## src/verilog/nas_defines.vh

```
// constants for the nibble alu skip datapath
`ifndef NAS_DEFINES_VH
`define NAS_DEFINES_VH
`define NAS_OP_W 5
`define NAS_OP_NOP 5'h00
`define NAS_OP_LOAD_IMM 5'h01
`define NAS_OP_TABLE_READ 5'h02
`define NAS_OP_ADD_MEM 5'h03
`define NAS_OP_ADD_MEM_CARRY 5'h04
`define NAS_OP_ADD_IMM 5'h05
`define NAS_OP_AND 5'h06
`define NAS_OP_OR 5'h07
`define NAS_OP_SET_CARRY 5'h08
`define NAS_OP_CLEAR_CARRY 5'h09
`define NAS_OP_SKIP_ZERO_CARRY 5'h0a
`define NAS_OP_COMPLEMENT 5'h0b
`define NAS_OP_ROTATE_RIGHT 5'h0c
`define NAS_OP_BIT_SET 5'h0d
`define NAS_OP_BIT_CLEAR 5'h0e
`define NAS_OP_BIT_TEST 5'h0f
`define NAS_OP_CMP_MEM 5'h10
`define NAS_OP_CMP_IMM 5'h11
`define NAS_ACC_RESET 4'h0
`define NAS_AUX_RESET 4'h0
`define NAS_CARRY_RESET 1'b0
`define NAS_TBL_ADDR_W 7
`define NAS_DR_LSB 4
`endif

```

## src/verilog/nas_adder.v

```verilog
// four-bit adder with carry in and carry out
`timescale 1ns/1ps
module nas_adder
(
    input wire [3:0] i_a,
    input wire [3:0] i_b,
    input wire i_cin,
    output wire [3:0] o_sum,
    output wire o_cout
);
    wire [4:0] full;
    assign full = {1'b0, i_a} + {1'b0, i_b} + {4'h0, i_cin};
    assign o_sum = full[3:0];
    assign o_cout = full[4];
endmodule

```

## src/verilog/nas_bit_unit.v

```verilog
// bit set, clear and test on one memory nibble
`timescale 1ns/1ps
module nas_bit_unit
(
    input wire [3:0] i_nibble,
    input wire [1:0] i_index,
    output wire [3:0] o_set,
    output wire [3:0] o_clear,
    output wire o_bit_zero
);
    wire [3:0] mask;
    assign mask = 4'h1 << i_index;
    assign o_set = i_nibble | mask;
    assign o_clear = i_nibble & ~mask;
    assign o_bit_zero = ~|(i_nibble & mask);
endmodule

```

## src/verilog/nas_datapath.v

```verilog
// execution datapath of the four-bit core
//
// Function
// - load-immediate writes its immediate nibble into the accumulator
// - in a run of load-immediates only the first executes
// - table read: pattern bits 7-4 to aux, bits 3-0 to accumulator
// - table offset is three pointer bits above four accumulator bits
// - table read holds one return-stack level while running
// - add-memory adds memory nibble to accumulator, carry kept
// - add-memory-with-carry adds nibble and carry, carry out stored
// - add-immediate keeps carry, skips next when no overflow
// - and: accumulator becomes accumulator AND memory nibble
// - or: accumulator becomes accumulator OR memory nibble
// - set-carry forces carry to one only
// - clear-carry forces carry to zero only
// - skip-on-zero-carry skips when carry is zero, carry unchanged
// - complement inverts the accumulator
// - rotate-right shifts accumulator through carry
// - bit-set sets indexed memory bit, others kept
// - bit-clear clears indexed memory bit, others kept
// - bit-test skips next when indexed memory bit is zero
// - compare-memory skips when accumulator equals memory nibble
// - compare-immediate skips when accumulator equals immediate
//
`timescale 1ns/1ps
`include "nas_defines.vh"
module nas_datapath
(
    input wire i_core_clk,
    input wire i_rst,
    input wire i_op_valid,
    input wire [4:0] i_op,
    input wire i_op_last_word,
    input wire [3:0] i_imm,
    input wire [1:0] i_bit_index,
    input wire [2:0] i_table_page_index_bits,
    input wire [3:0] i_pointed_memory_nibble,
    input wire i_table_ack,
    input wire [7:0] i_table_pattern,
    output wire o_busy,
    output reg [3:0] o_acc,
    output reg [3:0] o_aux,
    output reg o_carry_flag,
    output reg o_skip_pending,
    output reg o_mem_we,
    output reg [3:0] o_mem_wdata,
    output reg o_table_req,
    output reg [6:0] o_table_addr,
    output reg o_stack_hold
);
    localparam ST_IDLE = 2'b01;
    localparam ST_TABLE = 2'b10;

    reg [1:0] state;
    reg [1:0] next_state;
    reg last_was_load;
    reg [3:0] next_acc;
    reg [3:0] next_aux;
    reg next_carry;
    reg next_skip;
    reg next_skip_pending;
    reg next_last_was_load;
    reg next_mem_we;
    reg [3:0] next_mem_wdata;
    reg next_table_req;
    reg [6:0] next_table_addr;
    reg next_stack_hold;
    reg execute;

    wire [3:0] add_mem_sum;
    wire add_mem_cout;
    wire [3:0] add_carry_sum;
    wire add_carry_cout;
    wire [3:0] add_imm_sum;
    wire add_imm_cout;
    wire [3:0] bit_set_val;
    wire [3:0] bit_clear_val;
    wire bit_zero;
    wire [3:0] and_val;
    wire [3:0] or_val;
    wire [3:0] rotate_val;
    wire mem_equal;
    wire imm_equal;

    assign and_val = o_acc & i_pointed_memory_nibble;
    assign or_val = o_acc | i_pointed_memory_nibble;
    // old carry enters the top, bit 0 leaves into the carry
    assign rotate_val = {o_carry_flag, o_acc[3:1]};
    assign mem_equal = (o_acc == i_pointed_memory_nibble);
    assign imm_equal = (o_acc == i_imm);

    nas_adder u_add_mem
    (
        .i_a(o_acc),
        .i_b(i_pointed_memory_nibble),
        .i_cin(1'b0),
        .o_sum(add_mem_sum),
        .o_cout(add_mem_cout)
    );

    nas_adder u_add_carry
    (
        .i_a(o_acc),
        .i_b(i_pointed_memory_nibble),
        .i_cin(o_carry_flag),
        .o_sum(add_carry_sum),
        .o_cout(add_carry_cout)
    );

    nas_adder u_add_imm
    (
        .i_a(o_acc),
        .i_b(i_imm),
        .i_cin(1'b0),
        .o_sum(add_imm_sum),
        .o_cout(add_imm_cout)
    );

    nas_bit_unit u_bits
    (
        .i_nibble(i_pointed_memory_nibble),
        .i_index(i_bit_index),
        .o_set(bit_set_val),
        .o_clear(bit_clear_val),
        .o_bit_zero(bit_zero)
    );

    // decoder must hold the next op while the table fetch is out
    assign o_busy = state[1];

    always @*
    begin
        next_state = state;
        next_acc = o_acc;
        next_aux = o_aux;
        next_carry = o_carry_flag;
        next_skip = 1'b0;
        next_skip_pending = o_skip_pending;
        next_last_was_load = last_was_load;
        next_mem_we = 1'b0;
        next_mem_wdata = o_mem_wdata;
        next_table_req = o_table_req;
        next_table_addr = o_table_addr;
        next_stack_hold = o_stack_hold;
        execute = 1'b0;
        case (state)
            ST_IDLE:
            begin
                if (i_op_valid)
                begin
                    if (o_skip_pending)
                    begin
                        // every word of the skipped op is swallowed
                        if (i_op_last_word)
                            next_skip_pending = 1'b0;
                        // a skipped load still continues the load run
                        next_last_was_load = (i_op == `NAS_OP_LOAD_IMM);
                    end
                    else if (i_op == `NAS_OP_LOAD_IMM && last_was_load)
                    begin
                        next_last_was_load = 1'b1;
                    end
                    else
                    begin
                        execute = 1'b1;
                        next_last_was_load = (i_op == `NAS_OP_LOAD_IMM);
                    end
                end
                if (execute)
                begin
                    case (i_op)
                        `NAS_OP_LOAD_IMM:
                            next_acc = i_imm;
                        `NAS_OP_TABLE_READ:
                        begin
                            next_table_addr = {i_table_page_index_bits,
                                o_acc};
                            next_table_req = 1'b1;
                            next_stack_hold = 1'b1;
                            next_state = ST_TABLE;
                        end
                        `NAS_OP_ADD_MEM:
                            next_acc = add_mem_sum;
                        `NAS_OP_ADD_MEM_CARRY:
                        begin
                            next_acc = add_carry_sum;
                            next_carry = add_carry_cout;
                        end
                        `NAS_OP_ADD_IMM:
                        begin
                            next_acc = add_imm_sum;
                            next_skip = ~add_imm_cout;
                        end
                        `NAS_OP_AND:
                            next_acc = and_val;
                        `NAS_OP_OR:
                            next_acc = or_val;
                        `NAS_OP_SET_CARRY:
                            next_carry = 1'b1;
                        `NAS_OP_CLEAR_CARRY:
                            next_carry = 1'b0;
                        `NAS_OP_SKIP_ZERO_CARRY:
                            next_skip = ~o_carry_flag;
                        `NAS_OP_COMPLEMENT:
                            next_acc = ~o_acc;
                        `NAS_OP_ROTATE_RIGHT:
                        begin
                            next_acc = rotate_val;
                            next_carry = o_acc[0];
                        end
                        `NAS_OP_BIT_SET:
                        begin
                            next_mem_we = 1'b1;
                            next_mem_wdata = bit_set_val;
                        end
                        `NAS_OP_BIT_CLEAR:
                        begin
                            next_mem_we = 1'b1;
                            next_mem_wdata = bit_clear_val;
                        end
                        `NAS_OP_BIT_TEST:
                            next_skip = bit_zero;
                        `NAS_OP_CMP_MEM:
                            next_skip = mem_equal;
                        `NAS_OP_CMP_IMM:
                            next_skip = imm_equal;
                        default:
                            next_skip = 1'b0;
                    endcase
                    if (next_skip)
                        next_skip_pending = 1'b1;
                end
            end
            ST_TABLE:
            begin
                // ops offered meanwhile are ignored: o_busy is high
                if (i_table_ack)
                begin
                    next_aux = i_table_pattern[7:4];
                    next_acc = i_table_pattern[3:0];
                    next_table_req = 1'b0;
                    next_stack_hold = 1'b0;
                    next_state = ST_IDLE;
                end
            end
            default:
                next_state = ST_IDLE;
        endcase
    end

    // one register per process keeps each reset value beside its use
    always @(posedge i_core_clk)
    begin
        if (i_rst)
            state <= ST_IDLE;
        else
            state <= next_state;
    end

    always @(posedge i_core_clk)
    begin
        if (i_rst)
            o_acc <= `NAS_ACC_RESET;
        else
            o_acc <= next_acc;
    end

    always @(posedge i_core_clk)
    begin
        if (i_rst)
            o_aux <= `NAS_AUX_RESET;
        else
            o_aux <= next_aux;
    end

    always @(posedge i_core_clk)
    begin
        if (i_rst)
            o_carry_flag <= `NAS_CARRY_RESET;
        else
            o_carry_flag <= next_carry;
    end

    // a skip left over from before reset must not eat the first op
    always @(posedge i_core_clk)
    begin
        if (i_rst)
            o_skip_pending <= 1'b0;
        else
            o_skip_pending <= next_skip_pending;
    end

    // cleared so the first load after reset always executes
    always @(posedge i_core_clk)
    begin
        if (i_rst)
            last_was_load <= 1'b0;
        else
            last_was_load <= next_last_was_load;
    end

    always @(posedge i_core_clk)
    begin
        if (i_rst)
            o_mem_we <= 1'b0;
        else
            o_mem_we <= next_mem_we;
    end

    always @(posedge i_core_clk)
    begin
        if (i_rst)
            o_mem_wdata <= 4'h0;
        else
            o_mem_wdata <= next_mem_wdata;
    end

    always @(posedge i_core_clk)
    begin
        if (i_rst)
            o_table_req <= 1'b0;
        else
            o_table_req <= next_table_req;
    end

    always @(posedge i_core_clk)
    begin
        if (i_rst)
            o_table_addr <= 7'h00;
        else
            o_table_addr <= next_table_addr;
    end

    // a reset mid-fetch releases the held stack level at once
    always @(posedge i_core_clk)
    begin
        if (i_rst)
            o_stack_hold <= 1'b0;
        else
            o_stack_hold <= next_stack_hold;
    end
endmodule

```

## config.mk

```make
export PLATFORM = sky130hd
export DESIGN_NAME = nas_datapath
export DESIGN_NICKNAME = d
export VERILOG_FILES = /design/src/verilog/nas_adder.v /design/src/verilog/nas_bit_unit.v /design/src/verilog/nas_datapath.v
export VERILOG_INCLUDE_DIRS = /design/src /design/src/verilog
export SDC_FILE = /design/constraint.sdc
export NUM_CORES = 1
export LEC_CHECK = 0
export ABC_AREA = 1
export BUFFER_PORTS_ARGS = -buffer_cell sky130_fd_sc_hd__buf_2
export CAP_MARGIN = 20
export CORE_ASPECT_RATIO = 1.75
export CORE_MARGIN = 1
export CORE_UTILIZATION = 48
export DETAILED_ROUTE_END_ITERATION = 10
export PLACE_DENSITY = 0.87
export SLEW_MARGIN = 20
export SYNTH_ARGS = -nofsm -noshare
export SYNTH_HDL_FRONTEND = slang
export SYNTH_SLANG_ARGS = --single-unit
```

## constraint.sdc

```tcl
create_clock -name i_core_clk -period 1.9 [get_ports i_core_clk]
set_clock_uncertainty 0.1 [all_clocks]
set_input_delay 0.19 -clock i_core_clk [delete_from_list [all_inputs] [get_ports i_core_clk]]
set_output_delay 0.19 -clock i_core_clk [all_outputs]
set_load 0.05 [all_outputs]
```

== Yosys cells after proc, flatten, opt, wreduce, memory -nomap -nowiden ==
Cells that the tools add are included.
Cells by class
  reductions and logical operators: 16
  shift-type cells: 1
  bitwise logic cells: 11
  muxes and demuxes: 29
  equal/unequal tests: 25
  add/sub/neg operators: 3
Operator list (number)
  $eq A5 B4 Y1 const B: 8
  $pmux W4 S8: 1
  $eq A5 B3 Y1 const B: 4
  $mux W1: 17
  $pmux W4 S2: 2
  $and A4 B4 Y4: 3
  $reduce_and A3 Y1: 4
  $add A4 B4 Y5: 2
  $eq A5 B2 Y1 const B: 2
  $eq A5 B5 Y1 const B: 2
  $ne A9 B2 Y1 const B: 1
  $eq A4 B4 Y1: 2
  $mux W4: 2
  $not A4 Y4: 2
  $or A4 B4 Y4: 2
  $reduce_and A4 Y1: 2
  $mux W2: 3
  $add A5 B1 Y5: 1
  $eq A5 B1 Y1 const B: 1
  $pmux W1 S5: 1
  $ne A2 B2 Y1 const B: 2
  $not A1 Y1: 4
  $pmux W1 S4: 1
  $pmux W2 S2: 1
  13 further kinds: 15
Word-level totals
  register bits: 26
  word-level logic and storage cells: 95
  input port bits: 31

== Logic depth before layout (Yosys ltp) ==
  word-level depth: 10
  mapped depth: 13
  mapped depth without buffers: 13

== Hierarchy ==
A second synthesis with hierarchy kept.
Unflattened totals
  cell total of the unflattened synthesis: 383
  area total of the unflattened synthesis: 2321.0 µm²
Modules (own cells, without submodules)
  nas_datapath: area each 1730.4 µm², sequential area each 520.5 µm², cells each 286, instances 1
  nas_adder: area each 165.2 µm², sequential area each 0.0 µm², cells each 25, instances 3
  nas_bit_unit: area each 95.1 µm², sequential area each 0.0 µm², cells each 22, instances 1

== Least setup slack after synthesis ==
No wires, ideal clock.
  kind: register -> register
  start point: register o_acc[0]
  end point: register o_acc[3]
  arrival: 2.286 ns
  stages on the path, launching flop included: 11
  setup time: 0.132 ns
  slack: -0.618 ns
  clock period less this slack: 2.518 ns
  required time: 1.668 ns
  buffers on the path: 0
  cell sequence: dfxtp_1 > ha_1 > inv_1 > fa_1 > xnor2_1 > nand3_1 > or2_2 > nand3_1 > nand3_1 > nand2_1 > a21oi_1
Between the ends
  longest elaborated chain between the ends: 5
  elaborated cells between the ends (all ways): 6
  classes of those cells: add/sub: 3; mux: 3
Ends and longest elaborated chain
  start: declaration: line nas_datapath.v:41  | output reg [3:0] o_acc,
  start signal: assignment: line nas_datapath.v:263  | o_acc <= `NAS_ACC_RESET;
  start signal: assignment: line nas_datapath.v:265  | o_acc <= next_acc;
  $add A4 B4 Y5: line nas_adder.v:12  | assign full = {1'b0, i_a} + {1'b0, i_b} + {4'h0, i_cin};
  $add A5 B1 Y5: line nas_adder.v:12
  $pmux W4 S8 (*): line nas_datapath.v:171  | case (i_op)
  $mux W4 (*): line nas_datapath.v:169  | if (execute)
  $pmux W4 S2 (*): line nas_datapath.v:146  | case (state)
Every way passes the cells marked *; elsewhere a longest branch is shown, timed or not. The select of a mux whose other input is x is not followed.
A chain may end at the register's enable or synchronous reset.

== Final worst setup path ==
  start point: register o_acc[0]
  end point: register o_carry_flag
Between the ends
  longest elaborated chain between the ends: 3
Ends and longest elaborated chain
  $add A4 B4 Y5: line nas_adder.v:12
  $add A5 B1 Y5: line nas_adder.v:12
  $pmux W1 S4 (*): line nas_datapath.v:171
  end signal: assignment: line nas_datapath.v:279  | o_carry_flag <= `NAS_CARRY_RESET;
  end signal: assignment: line nas_datapath.v:281  | o_carry_flag <= next_carry;
  end: declaration: line nas_datapath.v:43  | output reg o_carry_flag,
Every way passes the cells marked *; elsewhere a longest branch is shown, timed or not.

==> impl_metrics.prom <==
# TYPE chip_impl_metric gauge
chip_impl_info{name="outcome",value="finished, violations left"} 1
chip_impl_info{name="failing_checks",value="negative setup slack"} 1
chip_impl_metric{name="max-cap-violations",unit=""} 0
chip_impl_metric{name="grt_first_pass_wirelength",unit="mm"} 11.0
chip_impl_metric{name="portBuffers",unit=""} 55
chip_impl_metric{name="cts-root-to-sink-buffers",unit=""} 2
chip_impl_metric{name="cts.reportedPaths.clkPinSlew",unit="ns"} 0.10
chip_impl_metric{name="antenna_violating_nets_post_route",unit=""} 0
chip_impl_metric{name="routed-via-count",unit=""} 2621
chip_impl_info{name="cts_tree",value="built"} 1
chip_impl_metric{name="timing.critical_path.required",unit="ns"} 1.98
chip_impl_metric{name="syn_area_per_cell",unit="sq um"} 6.44
chip_impl_metric{name="antenna_found_initial",unit=""} 0
chip_impl_metric{name="yosys_warnings",unit=""} 0
chip_impl_metric{name="total_power_divided_by_cell_area",unit="nW/um^2"} 847
chip_impl_info{name="setup_repair_after_global_routing_missed_its_margin",value="yes"} 1
chip_impl_metric{name="aggregate_routed_wire_length",unit="mm"} 7.09
chip_impl_metric{name="mappedNetlistArea",unit="sq um"} 2180
chip_impl_metric{name="share_of_the_core_filled_with_cells",unit=""} 0.649
chip_impl_metric{name="synth.ff_latch_count",unit=""} 26
chip_impl_metric{name="peak_freq",unit="MHz"} 495
chip_impl_metric{name="pin_count_of_the_biggest_net_entering_global_routing",unit=""} 17
chip_impl_metric{name="postSynthNetCount",unit=""} 388
chip_impl_metric{name="synth_to_final_area_change",unit="%"} 29.7
chip_impl_metric{name="drt_iter0_markers",unit=""} 123
chip_impl_info{name="layout.cells.most_common_list",value="68 x nand2_1, 55 x nor2_1, 55 x buf_2"} 1
chip_impl_info{name="hold_path.class",value="in2reg"} 1
chip_impl_metric{name="critPathMaxFanout",unit=""} 4
chip_impl_metric{name="totalPowerFinal",unit="uW"} 2400
chip_impl_info{name="critPathLaunchType",value="flip-flop"} 1
chip_impl_metric{name="leakagePower",unit="uW"} 0.00142
chip_impl_metric{name="yosysUniqueCellTypes",unit=""} 33
chip_impl_metric{name="die_w",unit="um"} 53.0
chip_impl_metric{name="pin_count",unit=""} 56
chip_impl_metric{name="drive_gt1_frac",unit=""} 0.318
chip_impl_metric{name="place.detailed.hpwl",unit="mm"} 5.57
chip_impl_metric{name="hold_viol_final",unit=""} 0
chip_impl_metric{name="floorplan.initialDensity",unit=""} 0.500
chip_impl_metric{name="max-vdd-ir-drop",unit="mV"} 0.823
chip_impl_metric{name="antennaDiodeCount",unit=""} 0
chip_impl_info{name="critPathCaptureType",value="flip-flop"} 1
chip_impl_metric{name="cts-htree-levels",unit=""} 1
chip_impl_metric{name="avgViaCountPerCell",unit=""} 5.62
chip_impl_metric{name="tritoncts_num_sinks",unit=""} 26
chip_impl_metric{name="design.core.area",unit="sq um"} 4360
chip_impl_metric{name="firstDrtPassIters",unit=""} 5
chip_impl_metric{name="grt_pass1_vias",unit=""} 2478
chip_impl_metric{name="worst_ep_arrival_time",unit="ns"} 2.10
chip_impl_metric{name="cts_inserted_buffers",unit=""} 3
chip_impl_metric{name="filler_cell_count",unit=""} 399
chip_impl_metric{name="die_area",unit="sq um"} 4830
chip_impl_metric{name="post_synth_inst_count",unit=""} 339
chip_impl_metric{name="vertical_die_dimension",unit="um"} 91.2
chip_impl_metric{name="post_detailed_route_wirelength_per_cell",unit="um"} 15.2
chip_impl_metric{name="global_route.usage.total",unit=""} 0.305
chip_impl_info{name="mostFrequentLayoutCell",value="nand2_1"} 1
chip_impl_metric{name="pins_over_slew_limit",unit=""} 0
chip_impl_metric{name="overflow",unit=""} 0
chip_impl_metric{name="gpl.final_weighted_congestion",unit=""} 0.959
chip_impl_metric{name="synth.yosys.seq_area_share",unit=""} 0.239
chip_impl_metric{name="skew_pair_late_insertion_delay",unit="ns"} 0.28
chip_impl_metric{name="setup_violations",unit=""} 4
chip_impl_metric{name="tightest_slew",unit="ns"} 0.429
chip_impl_metric{name="num_rows",unit=""} 32
chip_impl_metric{name="final_min_period_over_clock_period",unit=""} 1.06
chip_impl_metric{name="max-slew-margin-rel",unit=""} 0.712
chip_impl_info{name="critical_path_class",value="reg2reg"} 1
chip_impl_metric{name="min_period",unit="ns"} 2.02
chip_impl_info{name="cts.root.buffer_cell",value="clkbuf_8"} 1
chip_impl_metric{name="nets",unit=""} 465
chip_impl_metric{name="remaining_routing_drc_violations",unit=""} 0
chip_impl_metric{name="post-route-worst-setup-slack",unit="ns"} -0.120
-- worst paths after layout --
kind | startpoint | end | slack, ns | depth (start not counted)
worst max-delay path | o_acc[0]$_SDFFE_PP0P_ | o_carry_flag$_SDFFE_PP0P_ | -0.12 | 12
worst min-delay path | i_table_pattern[4] | o_aux[0]$_SDFFE_PP0P_ | 0.05 | 3
worst max register to register | o_acc[0]$_SDFFE_PP0P_ | o_carry_flag$_SDFFE_PP0P_ | -0.12 | 12
worst min register to register | o_table_addr[6]$_SDFFE_PP0P_ | o_table_addr[6]$_SDFFE_PP0P_ | 0.37 | 2
-- flip-flops by register name, summed over array words and instances (netlist names), 2 cells and up --
signal        flops
o_acc             4
state             2
o_aux             4
o_table_addr      7
o_mem_wdata       4
-- kinds of logic after synthesis --
logic type               count (synthesis)  share of synthesized area
buffers and inverters                   54                      0.101
AO/OA/AOI/OAI                           61                      0.157
XOR/XNOR                                 2                    0.00803
AND/OR/NAND/NOR                        178                      0.385
flip-flops                              26                      0.239
adder cells (fa/ha/maj)                 18                      0.110
-- area by class of cell --
cell class / count / area [sq um] / area share
inverter: 48 / 180 / 0.0637
sequential: 26 / 532 / 0.188
clock buffer: 4 / 66.3 / 0.0234
multi-input combinational: 259 / 1540 / 0.544
timing repair buffer: 78 / 448 / 0.158
tap: 51 / 63.8 / 0.0225
-- repair_timing --
| action | in CTS | in global routing |
|---|---|---|
| hold buffers | 0 | 0 |
| buffers inserted | 2 | 0 |
| endpoints found under the setup margin | 5 | 6 |
| hold endpoints to repair | 0 | 0 |
| pin swaps | 11 | 7 |
| resized for setup | 11 | 8 |
-- critical path, stage by stage (launching register included) --
cell	delay [ns]
dfxtp_4	0.37
ha_4	0.16
inv_2	0.06
fa_2	0.44
inv_2	0.09
ha_4	0.14
inv_2	0.04
nor2_2	0.12
nand2_2	0.10
nor2_1	0.13
nor2_1	0.06
nand2_1	0.06
a31oi_1	0.06
-- Yosys cell counts (all sizes together) --
master   n  area (sq um)
nand3   29           193
a31oi    1          6.26
nor3     2          10.0
nor4     1          6.26
xnor2    1          8.76
o21a     1          7.51
a211oi   3          22.5
inv     48           180
ha      16           200
a21oi   25           125
nand4    8          56.3
fa       2          40.0
o21ai   18          93.8
or2      2          12.5
o22ai    9          56.3
nor2    63           279
clkbuf   3          11.3
xor2     1          8.76
o211ai   3          22.5
dfxtp   26           521
buf      3          30.0
o21bai   1          7.51
nand2   73           284
-- stage by stage --
step	area, sq um	setup TNS [ns]	hold slack [ns]	instances	worst slack (ns)
2_1_floorplan	2220	-0.566	0.232	339	-0.191
3_3_place_gp	2670	-0.279	0.339	460	-0.114
3_5_place_dp	2670	-0.444	0.355	460	-0.163
4_1_cts	2790	-0.342	0.0600	466	-0.136
5_1_grt	2830	-0.683	0.0886	466	-0.187
6_report	2830	-0.363	0.0529	466	-0.120
-- power breakdown --
part / switching, uW / internal, uW / total (uW)
registers: 50.0 / 614 / 664
clock network: 195 / 230 / 425
logic: 854 / 455 / 1310
total: 1100 / 1300 / 2400
-- per-layer routing --
metal,global-route usage,up-vias,wire (um)
met1,0.330,1213,2550
li1,-,1270,-
met5,0,-,0
met2,0.531,108,3750
met4,0.200,0,410
met3,0.0268,30,374
(Power assumes the default switching activity.)
